==> config.mk <==
export PLATFORM = sky130hd
export DESIGN_NAME = jump_link_hazard_barrier_unit
export DESIGN_NICKNAME = d
export VERILOG_FILES = /design/src/include/jlb_pkg.sv /design/src/hdl/jump_link_hazard_barrier_unit.sv /design/src/hdl/jlb_decode.sv /design/src/hdl/jlb_target.sv
export SDC_FILE = /design/constraint.sdc
export NUM_CORES = 1
export LEC_CHECK = 0
export BUFFER_PORTS_ARGS = -buffer_cell sky130_fd_sc_hd__buf_4
export CELL_PAD_IN_SITES_DETAIL_PLACEMENT = 1
export CELL_PAD_IN_SITES_GLOBAL_PLACEMENT = 1
export CORE_ASPECT_RATIO = 0.75
export CORE_UTILIZATION = 42
export DETAILED_ROUTE_END_ITERATION = 8
export PLACE_DENSITY_LB_ADDON = 0.15
export SETUP_SLACK_MARGIN = 0.3
export SLEW_MARGIN = 20
export SYNTH_ARGS = -nofsm -noshare
export SYNTH_HDL_FRONTEND = slang
export SYNTH_SLANG_ARGS = --single-unit
==> constraint.sdc <==
create_clock -name clock -period 7 [get_ports clock]
set_input_delay 1.05 -clock clock [delete_from_list [all_inputs] [get_ports clock]]
set_output_delay 1.05 -clock clock [all_outputs]
set_load 0.02 [all_outputs]
==> src/include/jlb_pkg.sv <==
// Shared constants and carriers for the jump, link and barrier unit
package jlb_pkg;

  localparam int unsigned XLEN = 32;
  localparam int unsigned REG_W = 5;
  localparam int unsigned INDEX_W = 26;

  // Instruction field positions
  localparam int unsigned OPC_HI = 31;
  localparam int unsigned OPC_LO = 26;
  localparam int unsigned RS_HI = 25;
  localparam int unsigned RS_LO = 21;
  localparam int unsigned RD_HI = 15;
  localparam int unsigned RD_LO = 11;
  localparam int unsigned HINT_BARRIER_BIT = 10;
  localparam int unsigned FUNC_HI = 5;
  localparam int unsigned FUNC_LO = 0;

  // Encodings
  localparam logic [5:0] OPC_REGISTER_FORMAT = 6'h00;
  localparam logic [5:0] OPC_REGION_EXCHANGE = 6'h1d;
  localparam logic [5:0] FUNC_REG_JUMP_LINK = 6'h09;

  localparam logic [REG_W-1:0] LINK_REG = 5'h1f;
  localparam logic [REG_W-1:0] ZERO_REG = 5'h00;

  // Link offset and region split
  localparam logic [XLEN-1:0] LINK_OFFSET = 32'h00000008;
  localparam logic [XLEN-1:0] SLOT_OFFSET = 32'h00000004;
  localparam int unsigned REGION_LO_W = 28;

  localparam logic MODE_RESET = 1'b0;

  typedef struct packed {
    logic is_reg_jump;
    logic barrier;
    logic is_region_exchange;
    logic reserved;
    logic [REG_W-1:0] src;
    logic [REG_W-1:0] dst;
    logic [INDEX_W-1:0] index;
  } decode_t;

  typedef struct packed {
    logic valid;
    logic [REG_W-1:0] dst;
    logic [XLEN-1:0] data;
  } link_write_t;

  typedef struct packed {
    logic valid;
    logic [XLEN-1:0] target;
    logic mode;
    logic addr_error;
    logic hazard_clear;
  } redirect_t;

endpackage

==> src/hdl/jump_link_hazard_barrier_unit.sv <==
// Jump-and-link unit with delay slot, mode switch and hazard barrier
//
// Contract
// - barrier jump links PC plus 8
// - no compressed set: misaligned target faults
// - compressed set: mode from bit 0
// - bit0 clear, bit1 set faults
// - delay slot runs before target
// - hazards cleared before target fetch
// - hint bit 10 selects barrier
// - slot-created hazards stay pending
// - barrier allowed in every mode
// - jump in delay slot traps in Release 6 builds only
// - plain jump is link to zero
// - exchange links PC plus 8, mode bit
// - exchange target from index, slot region
// - exchange toggles mode after slot
// - exchange reserved without compressed set
// - exchange targets word aligned only
// - single set flag: full target kept
`timescale 1ns/1ps
`default_nettype none

module jump_link_hazard_barrier_unit #(
  parameter bit HAS_COMPRESSED = 1'b1,
  parameter bit RELEASE6 = 1'b0
) (
  input wire logic clock,
  input wire logic rst,
  input wire logic issue_valid,
  input wire logic [31:0] issue_instr,
  input wire logic [31:0] issue_pc,
  input wire logic issue_is_cti,
  input wire logic [31:0] source_value,
  input wire logic single_instr_set_flag,
  input wire logic hazard_create,
  input wire logic hazards_settled,
  output logic issue_ready,
  output logic jump_taken,
  output jlb_pkg::link_write_t link_write,
  output jlb_pkg::redirect_t redirect,
  output logic reserved_instr,
  output logic instr_set_mode_bit,
  output logic hazard_pending
);

  // Release 6 has no older compressed set; refuse that build
  if (RELEASE6 && HAS_COMPRESSED)
  begin : g_bad_build
    $error("Release 6 cannot carry the older compressed set");
  end

  // Idle, waiting for the delay slot, waiting for hazards to settle
  typedef enum logic [1:0] {
    st_idle,
    st_slot,
    st_settle
  } state_t;

  state_t state;
  state_t next_state;

  // Decoded view of the presented word
  jlb_pkg::decode_t dec;

  jlb_decode #(
    .HAS_COMPRESSED(HAS_COMPRESSED),
    .RELEASE6(RELEASE6)
  ) u_decode (
    .instr(issue_instr),
    .dec(dec)
  );

  // Held jump context
  logic [31:0] temp;
  logic [31:0] jump_pc;
  logic [25:0] index;
  logic is_region;
  logic barrier;

  // Hazards older than the jump versus created in or after its slot
  logic hazard_old;
  logic hazard_young;

  wire logic [31:0] tgt;
  wire logic tgt_mode;
  wire logic tgt_err;
  wire logic [31:0] slot_pc = jump_pc + jlb_pkg::SLOT_OFFSET;

  // Target, next mode and fetch fault from the held context, current mode and live single set flag
  jlb_target #(
    .HAS_COMPRESSED(HAS_COMPRESSED)
  ) u_target (
    .region(is_region),
    .temp(temp),
    .slot_pc(slot_pc),
    .index(index),
    .mode(instr_set_mode_bit),
    .single_instr_set_flag(single_instr_set_flag),
    .target(tgt),
    .next_mode(tgt_mode),
    .addr_error(tgt_err)
  );

  // Accept terms, all gated by the sequencer state
  // no privilege term in accept
  wire logic is_jump = dec.is_reg_jump || dec.is_region_exchange;
  wire logic accept_jump = issue_valid && (state == st_idle) && is_jump;
  wire logic reserved_now = issue_valid && (state == st_idle) && dec.reserved;
  wire logic slot_issue = issue_valid && (state == st_slot);
  // Transfer in the slot abandons the jump in Release 6 builds, no redirect
  // control transfer in slot
  wire logic slot_cti = slot_issue && issue_is_cti && RELEASE6;
  wire logic settle_done = (state == st_settle) && (!barrier || hazards_settled);
  wire logic fire = settle_done;

  // Link formed at accept from the jump's own PC
  // link is jump PC plus 8
  wire logic [31:0] link_base = issue_pc + jlb_pkg::LINK_OFFSET;
  wire logic [31:0] link_value = dec.is_region_exchange
    ? {link_base[31:1], instr_set_mode_bit} : link_base;
  wire logic link_en = accept_jump && (dec.dst != jlb_pkg::ZERO_REG);

  // Fetch may issue in idle and for the one slot instruction
  assign issue_ready = (state == st_idle) || (state == st_slot);

  // Sequencer: jump, exactly one slot issue, then redirect
  always_comb
  begin
    next_state = state;
    case (state)
      st_idle:
      begin
        if (accept_jump)
        begin
          next_state = st_slot;
        end
      end
      st_slot:
      begin
        if (slot_cti)
        begin
          next_state = st_idle;
        end
        else if (slot_issue)
        begin
          next_state = st_settle;
        end
      end
      st_settle:
      begin
        if (fire)
        begin
          next_state = st_idle;
        end
      end
      default:
      begin
        next_state = st_idle;
      end
    endcase
  end

  // Sequencer state
  always_ff @(posedge clock or posedge rst)
  begin
    if (rst)
    begin
      state <= st_idle;
    end
    else
    begin
      state <= next_state;
    end
  end

  always_ff @(posedge clock or posedge rst)
  begin
    if (rst)
    begin
      temp <= '0;
      jump_pc <= '0;
      index <= '0;
      is_region <= 1'b0;
      barrier <= 1'b0;
    end
    else if (accept_jump)
    begin
      temp <= source_value;
      jump_pc <= issue_pc;
      index <= dec.index;
      is_region <= dec.is_region_exchange;
      barrier <= dec.barrier;
    end
  end

  // Link write pulses the cycle after accept
  always_ff @(posedge clock or posedge rst)
  begin
    if (rst)
    begin
      link_write <= '0;
    end
    else
    begin
      link_write.valid <= link_en;
      link_write.dst <= dec.dst;
      link_write.data <= link_value;
    end
  end

  // Redirect pulses once per completed jump
  always_ff @(posedge clock or posedge rst)
  begin
    if (rst)
    begin
      redirect <= '0;
    end
    else
    begin
      redirect.valid <= fire;
      redirect.target <= tgt;
      redirect.mode <= tgt_mode;
      redirect.addr_error <= tgt_err;
      redirect.hazard_clear <= fire && barrier;
    end
  end

  // Mode moves together with the redirect
  always_ff @(posedge clock or posedge rst)
  begin
    if (rst)
    begin
      instr_set_mode_bit <= jlb_pkg::MODE_RESET;
    end
    else if (fire)
    begin
      instr_set_mode_bit <= tgt_mode;
    end
  end

  // Reserved and taken pulses, one cycle each
  always_ff @(posedge clock or posedge rst)
  begin
    if (rst)
    begin
      reserved_instr <= 1'b0;
      jump_taken <= 1'b0;
    end
    else
    begin
      reserved_instr <= reserved_now || slot_cti;
      jump_taken <= accept_jump;
    end
  end

  wire logic young_phase = (state == st_slot) || (state == st_settle);
  wire logic clear_old = fire && barrier;

  always_ff @(posedge clock or posedge rst)
  begin
    if (rst)
    begin
      hazard_old <= 1'b0;
      hazard_young <= 1'b0;
    end
    else if (clear_old)
    begin
      // Slot hazards become the new old set; set wins over clear
      hazard_old <= hazard_young || hazard_create;
      hazard_young <= 1'b0;
    end
    else if (young_phase)
    begin
      // Slot and settle hazards stay young
      hazard_young <= hazard_young || hazard_create;
    end
    else
    begin
      // In idle young hazards age into old
      hazard_old <= hazard_old || hazard_young || hazard_create;
      hazard_young <= 1'b0;
    end
  end

  assign hazard_pending = hazard_old || hazard_young;

endmodule

`default_nettype wire

==> src/hdl/jlb_decode.sv <==
// Decoder for the register jump-link and region jump-exchange forms
`timescale 1ns/1ps
`default_nettype none

module jlb_decode #(
  parameter bit HAS_COMPRESSED = 1'b1,
  parameter bit RELEASE6 = 1'b0
) (
  input wire logic [31:0] instr,
  output jlb_pkg::decode_t dec
);

  wire logic [5:0] opc = instr[jlb_pkg::OPC_HI:jlb_pkg::OPC_LO];
  wire logic [5:0] func = instr[jlb_pkg::FUNC_HI:jlb_pkg::FUNC_LO];
  wire logic reg_jump = (opc == jlb_pkg::OPC_REGISTER_FORMAT)
    && (func == jlb_pkg::FUNC_REG_JUMP_LINK);
  wire logic region = opc == jlb_pkg::OPC_REGION_EXCHANGE;
  wire logic region_bad = region && (!HAS_COMPRESSED || RELEASE6);

  assign dec.is_reg_jump = reg_jump;
  assign dec.barrier = reg_jump && instr[jlb_pkg::HINT_BARRIER_BIT];
  assign dec.is_region_exchange = region && !region_bad;
  assign dec.reserved = region_bad;
  assign dec.src = instr[jlb_pkg::RS_HI:jlb_pkg::RS_LO];
  assign dec.dst = region ? jlb_pkg::LINK_REG : instr[jlb_pkg::RD_HI:jlb_pkg::RD_LO];
  assign dec.index = instr[jlb_pkg::INDEX_W-1:0];

endmodule

`default_nettype wire

==> src/hdl/jlb_target.sv <==
// Target address and mode for both jump forms, alignment check for the register form
`timescale 1ns/1ps
`default_nettype none

module jlb_target #(
  parameter bit HAS_COMPRESSED = 1'b1
) (
  input wire logic region,
  input wire logic [31:0] temp,
  input wire logic [31:0] slot_pc,
  input wire logic [25:0] index,
  input wire logic mode,
  input wire logic single_instr_set_flag,
  output logic [31:0] target,
  output logic next_mode,
  output logic addr_error
);

  wire logic plain = single_instr_set_flag || !HAS_COMPRESSED;
  wire logic [31:0] region_target = {slot_pc[31:jlb_pkg::REGION_LO_W], index, 2'b00};
  wire logic [31:0] reg_target = plain ? temp : {temp[31:1], 1'b0};
  wire logic reg_mode = plain ? mode : temp[0];
  wire logic reg_err = plain ? (temp[1:0] != 2'b00) : (!temp[0] && temp[1]);

  assign target = region ? region_target : reg_target;
  assign next_mode = region ? !mode : reg_mode;
  assign addr_error = region ? 1'b0 : reg_err;

endmodule

`default_nettype wire

; Word level (Yosys, flattened, before mapping)
; Cells that the tools add are included.
[totals]
register_bits = 172
inputBits = 103
out_inout_bits = 79
[op_classes]
addsub = 2
n_eq_ne = 8
muxes = 16
reduce_logical = 24
[op_table]
columns = op, count
row1 = $add 32x3->32 const B, 1
row2 = $add 32x4->32 const B, 1
row3 = $mux 32, 1
row4 = $mux 1, 10
row5 = $logic_and 1x1->1, 9
row6 = $logic_or 1x1->1, 7
row7 = $eq 6x4->1 const B, 1
row8 = $eq 6x5->1 const B, 1
row9 = $logic_not 6->1, 1
row10 = $mux 2, 3
row11 = $ne 2x2->1 const B, 3
row12 = $pmux 2 s3, 1
row13 = $mux 5, 1
row14 = $reduce_bool 5->1, 1
row15 = $logic_not 1->1, 3
row16 = $reduce_and 3->1, 1
row17 = $eq 2x1->1 const B, 1
row18 = $eq 2x2->1 const B, 1
row19 = $logic_not 2->1, 1
row20 = $ne 2x1->1 const B, 1
row21 = $reduce_bool 2->1, 1

; Logic depth before layout (Yosys ltp)
[depth]
word_depth = 6
ltp_mapped = 7

; Modules after synthesis
; Synthesis repeated with hierarchy kept, for this count alone.
[unflattened]
hier_cells = 698
area_unflattened_um2 = 7694.9
[by_module_without_submodules]
columns = module, n_inst, cells_each, area_per_inst_um2, seq_area_each_um2
row1 = jump_link_hazard_barrier_unit, 1, 606, 6769.0, 4329.2
row2 = jlb_target, 1, 41, 546.8, 0.0
row3 = jlb_decode, 1, 51, 379.1, 0.0

; Worst setup path before layout
; No wires, ideal clock.
[synth_timing]
path_kind = input-to-reg
from = in issue_valid
to = reg index[0]
arrival_ps = 2265
required_time_ps = 6875
setup_slack_ps = 4610
stages = 5
path_cell_list = and2_1 and4_1 a21oi_2 buf_4 mux2_2
[synth_via]
elab_chain_len = 2
[synth_lines]
columns = element, line_no
row1 = "start, declared", jump_link_hazard_barrier_unit.sv:30  ; input wire logic issue_valid,
row2 = $logic_and 1x1->1, --
row3 = $logic_and 1x1->1, jump_link_hazard_barrier_unit.sv:108  ; wire logic accept_jump = issue_valid && (state == st_idle) && is_jump;
row4 = "end signal, assigned", jump_link_hazard_barrier_unit.sv:191  ; index <= dec.index;
row5 = "end, declared", jump_link_hazard_barrier_unit.sv:77  ; logic [25:0] index;
; No other way between the ends.
; A chain may end at the register's enable or synchronous reset.

; Worst setup path after layout
[layout_timing]
from = reg state[0]
to = out issue_ready
[layout_via]
elab_chain_len = 2
word_cells_on_any_way = 3
[layout_lines]
columns = element, line_no
row1 = "start, declared", jump_link_hazard_barrier_unit.sv:60  ; state_t state;
row2 = "start signal, assigned", jump_link_hazard_barrier_unit.sv:169  ; state <= st_idle;
row3 = "start signal, assigned", jump_link_hazard_barrier_unit.sv:173  ; state <= next_state;
row4 = $eq 2x1->1 / $logic_not 2->1 (equally long branches), jump_link_hazard_barrier_unit.sv:125  ; assign issue_ready = (state == st_idle) || (state == st_slot);
row5 = $logic_or 1x1->1 *, jump_link_hazard_barrier_unit.sv:125
row6 = "end, declared", jump_link_hazard_barrier_unit.sv:38  ; output logic issue_ready,
; Mark *: on every way between the ends. The rest lies on a longest branch, timed or not.

==> Flow_metrics.wiki <==
{| class="wikitable"
! Metric !! Value
|-
| Status || complete, no violations
|-
| Pleak || 4.542 nW
|-
| CTS H-Tree Depth || 4
|-
| Number of top-level pins || 182
|-
| Share of the clock period used by the worst path after layout || 37.50%
|-
| Area inside the core boundary || 15470 um^2
|-
| Clock network latency to the later pin of the worst-skew pair || 0.43 ns
|-
| Final hold vios || 0
|-
| Vias after detailed routing || 4388
|-
| Via count of the first global-routing pass || 4782
|-
| Worst setup path startpoint || state[0]$_DFFE_PP0P_
|-
| Root Driver || sky130_fd_sc_hd__clkbuf_16
|-
| Post-layout net count || 764
|-
| TritonCTS Buffers || 17
|-
| Areal power density over the cells || 294.1 nW/um^2
|-
| Worst r2r src || state[0]$_DFFE_PP0P_
|-
| Critical path buffer and inverter count || 2
|-
| Global-route usage over all layers || 20.65%
|-
| Maximum clock skew at final layout || 0.01290 ns
|-
| Most used flip-flop cell after synthesis || sky130_fd_sc_hd__dfrtp_1
|-
| Clock period minus worst slack || 2.625 ns
|-
| Reported max-cap violation count || 0
|-
| Sequential share of the synthesized area || 63.07%
|-
| Buffers from clock root to sink, at most || 2
|-
| Global-route wire length before repair || 25.81 mm
|-
| Violation count after the first detailed-routing iteration || 174
|-
| F_max || 380.9 MHz
|-
| Post-synthesis sequential element count || 170
|-
| DRC violations left || 0
|-
| Crit path max fanout || 4
|-
| Routed length per instance || 18.38 um
|-
| Most frequent standard cell in the layout excluding fill and tap cells || sky130_fd_sc_hd__buf_4
|-
| Count of clock tree sinks || 170
|-
| Worst flop-to-flop path endpoint || index[23]$_DFFE_PP0P_
|-
| Crit path depth || 4
|-
| Antenna diode count || 0
|-
| ANT nets after route || 0
|-
| Count of distinct cell types in the synthesized netlist || 40
|-
| Vertical die dimension || 111.8 um
|-
| Startpoint type of the worst setup path || flop
|-
| X dimension of the die || 148.3 um
|-
| Effective utilization at floorplan || 43.61%
|-
| Clock tree from TritonCTS || built
|-
| Slew Limit Fails || 0
|-
| HP Class || flop to flop
|-
| Critical path, cell by cell || inv_1, ha_1, or2_2, buf_4
|-
| Worst path max stage delay || 0.39 ns
|-
| Post-CTS Hold Buffers || 0
|-
| Delay-heaviest family, CP || flip-flops
|-
| Cells after synthesis || 470
|-
| Syn_nets || 579
|-
| Max stage delay cell, worst path || sky130_fd_sc_hd__dfrtp_1
|-
| Clock slew at reported path FFs || 0.06 ns
|-
| Worst-case headroom to the max-slew limit || 36.72%
|-
| Number of warning messages in the yosys log || 0
|-
| RePlAce Congestion || 0.7556
|-
| Post-Place Setup Slack || 4.081 ns
|-
| Worst setup margin || 4.375 ns
|-
| Standard-cell row count || 39
|-
| Worst path arrival time || 1.58 ns
|-
| Port Buffers || 179
|-
| DP HPWL || 11.22 mm
|-
| Sum of overflow across all layers after global routing || 0
|-
| Mean area per synthesized cell || 14.35 um^2
|-
| Number of enable-type register cells in the synthesized netlist || 0
|-
| Start-to-end type of the worst setup path || flop to primary output
|-
| First-pass iteration count of the detailed router || 4
|-
| Final wirelength || 16.03 mm
|-
| Combined area of all synthesized cells || 6745 um^2
|-
| Die footprint || 16580 um^2
|-
| Critical Path Sink Type || primary output
|-
| Largest net degree at the start of global routing || 88
|-
| Async SR Flop Fraction || 100.0%
|-
| IR drop worst, VDD || 0.0001599 V
|-
| Via density per instance || 5.032
|-
| Worst R2R Path Depth || 7
|-
| Number of post-CTS setup repair buffers || 0
|-
| Post-CTS resize count || 0
|-
| Commonest cells after routing, fill and taps aside || sky130_fd_sc_hd__buf_4, sky130_fd_sc_hd__dfrtp_1, sky130_fd_sc_hd__mux2_2, sky130_fd_sc_hd__xor2_1, sky130_fd_sc_hd__clkbuf_16
|-
| P&R area growth vs syn || 31.96%
|-
| Unrepaired setup endpoints after global routing || false
|-
| Total Neg Setup Slack || 0 ns
|-
| Number of antenna violations at the first check in global routing || 0
|-
| Required time of the critical path || 5.95 ns
|-
| Fraction of final layout cells with drive strength greater than 1 || 50.97%
|-
| Critical path destination || issue_ready
|-
| Worst Max-Slew Pin Slew || 0.9493 ns
|-
| Worst reg2reg setup slack || 4.51 ns
|-
| Count of final setup violators || 0
|}
## worst min-delay path by stage
| stage | from | end | depth (start not counted) |
|---|---|---|---|
| floorplan | hazard_old$_DFFE_PP0P_ | hazard_old$_DFFE_PP0P_ | 2 |
| detailed placement | hazard_old$_DFFE_PP0P_ | hazard_old$_DFFE_PP0P_ | 2 |
| global route | hazard_old$_DFFE_PP0P_ | hazard_old$_DFFE_PP0P_ | 2 |
| finish | hazard_old$_DFFE_PP0P_ | hazard_old$_DFFE_PP0P_ | 2 |
| global placement | hazard_old$_DFFE_PP0P_ | hazard_old$_DFFE_PP0P_ | 2 |
| CTS | hazard_old$_DFFE_PP0P_ | hazard_old$_DFFE_PP0P_ | 2 |
## worst reg2reg max path: stages, from the launching register on
cell and delay (ns):
sky130_fd_sc_hd__dfrtp_1 0.39, sky130_fd_sc_hd__inv_1 0.10, sky130_fd_sc_hd__ha_1 0.22, sky130_fd_sc_hd__and2_1 0.21, sky130_fd_sc_hd__and4_1 0.28, sky130_fd_sc_hd__a21oi_4 0.14, sky130_fd_sc_hd__buf_4 0.57, sky130_fd_sc_hd__mux2_2 0.46
## power by group
part	leakage, nW	internal, mW	switching, mW	total [mW]
Sequential	2.23	1.12	0.0733	1.20
Clock	0.300	0.605	0.373	0.978
Combinational	2.01	0.230	0.213	0.443
Total	4.54	1.96	0.659	2.62
## synthesized netlist by cell type, types with 4 or more instances
library cell              number  area share [%]
sky130_fd_sc_hd__and4_1       10             1.3
sky130_fd_sc_hd__and2_1        4            0.37
sky130_fd_sc_hd__o21ai_0       4            0.30
sky130_fd_sc_hd__ha_1          6             1.1
sky130_fd_sc_hd__nor4_1        4            0.37
sky130_fd_sc_hd__xnor2_1       9             1.2
sky130_fd_sc_hd__and3_1        4            0.37
sky130_fd_sc_hd__inv_1        15            0.83
sky130_fd_sc_hd__nand2_1      15            0.83
sky130_fd_sc_hd__xor2_1       18             2.3
sky130_fd_sc_hd__nand4_1      13             1.2
sky130_fd_sc_hd__dfrtp_1     170              63
sky130_fd_sc_hd__buf_4        10             1.1
sky130_fd_sc_hd__nand3_1       9            0.67
sky130_fd_sc_hd__nor2_1       13            0.72
sky130_fd_sc_hd__or2_2         6            0.56
sky130_fd_sc_hd__mux2_2      118              20
sky130_fd_sc_hd__nor3_1       10            0.74
## cell type report
| type | instances | area (um^2) |
|---|---|---|
| fillers | 1551 | 6568 |
| flip-flops and latches | 170 | 4255 |
| multi-input cells | 269 | 2342 |
| repair buffers | 182 | 1370 |
| clock buffers | 20 | 446.7 |
| well taps | 205 | 256.5 |
| clock inverters | 11 | 168.9 |
| inverters | 15 | 61.31 |
## layer usage
layer  part of all wire (%)  track usage, %
met1                     45           27.68
met2                     48           32.46
met3                    5.9           5.902
met4                    1.5           6.529
met5                      0               0
## stage by stage
stage	hold slack [ns]	cells	util (%)	total power [mW]	area, um^2
3_5_place_dp	0.4657	841	53.54	1.662	8282
4_1_cts	0.4808	872	57.52	2.657	8897
5_1_grt	0.5077	872	57.54	2.738	8901
2_1_floorplan	0.4383	470	-	1.450	6745
6_report	0.4712	872	57.54	2.618	8901
3_3_place_gp	0.4598	841	53.54	1.630	8282
## sequential cells by signal, summed over array words and instances (netlist names)
name,flops
is_region,1
instr_set_mode_bit,1
hazard_old,1
jump_taken,1
jump_pc,30
state,2
hazard_young,1
index,26
link_write,38
barrier,1
temp,32
redirect,36
## kinds of logic (layout without fill, tap and decap cells)
| logic type | after synthesis | after routing | share of synthesized area [%] |
|---|---|---|---|
| muxes | 119 | 119 | 19.85 |
| DFF | 170 | 170 | 63.07 |
| other | 1 | 1 | 0.05559 |
| adders and majority gates | 6 | 6 | 1.113 |
| AOI/OAI and AO/OA | 17 | 17 | 1.762 |
| and+or+nand+nor | 99 | 99 | 8.329 |
| buffers and inverters | 31 | 228 | 2.319 |
| xor gates and xnor gates | 27 | 27 | 3.506 |
Power figures use the tool's default switching activity.
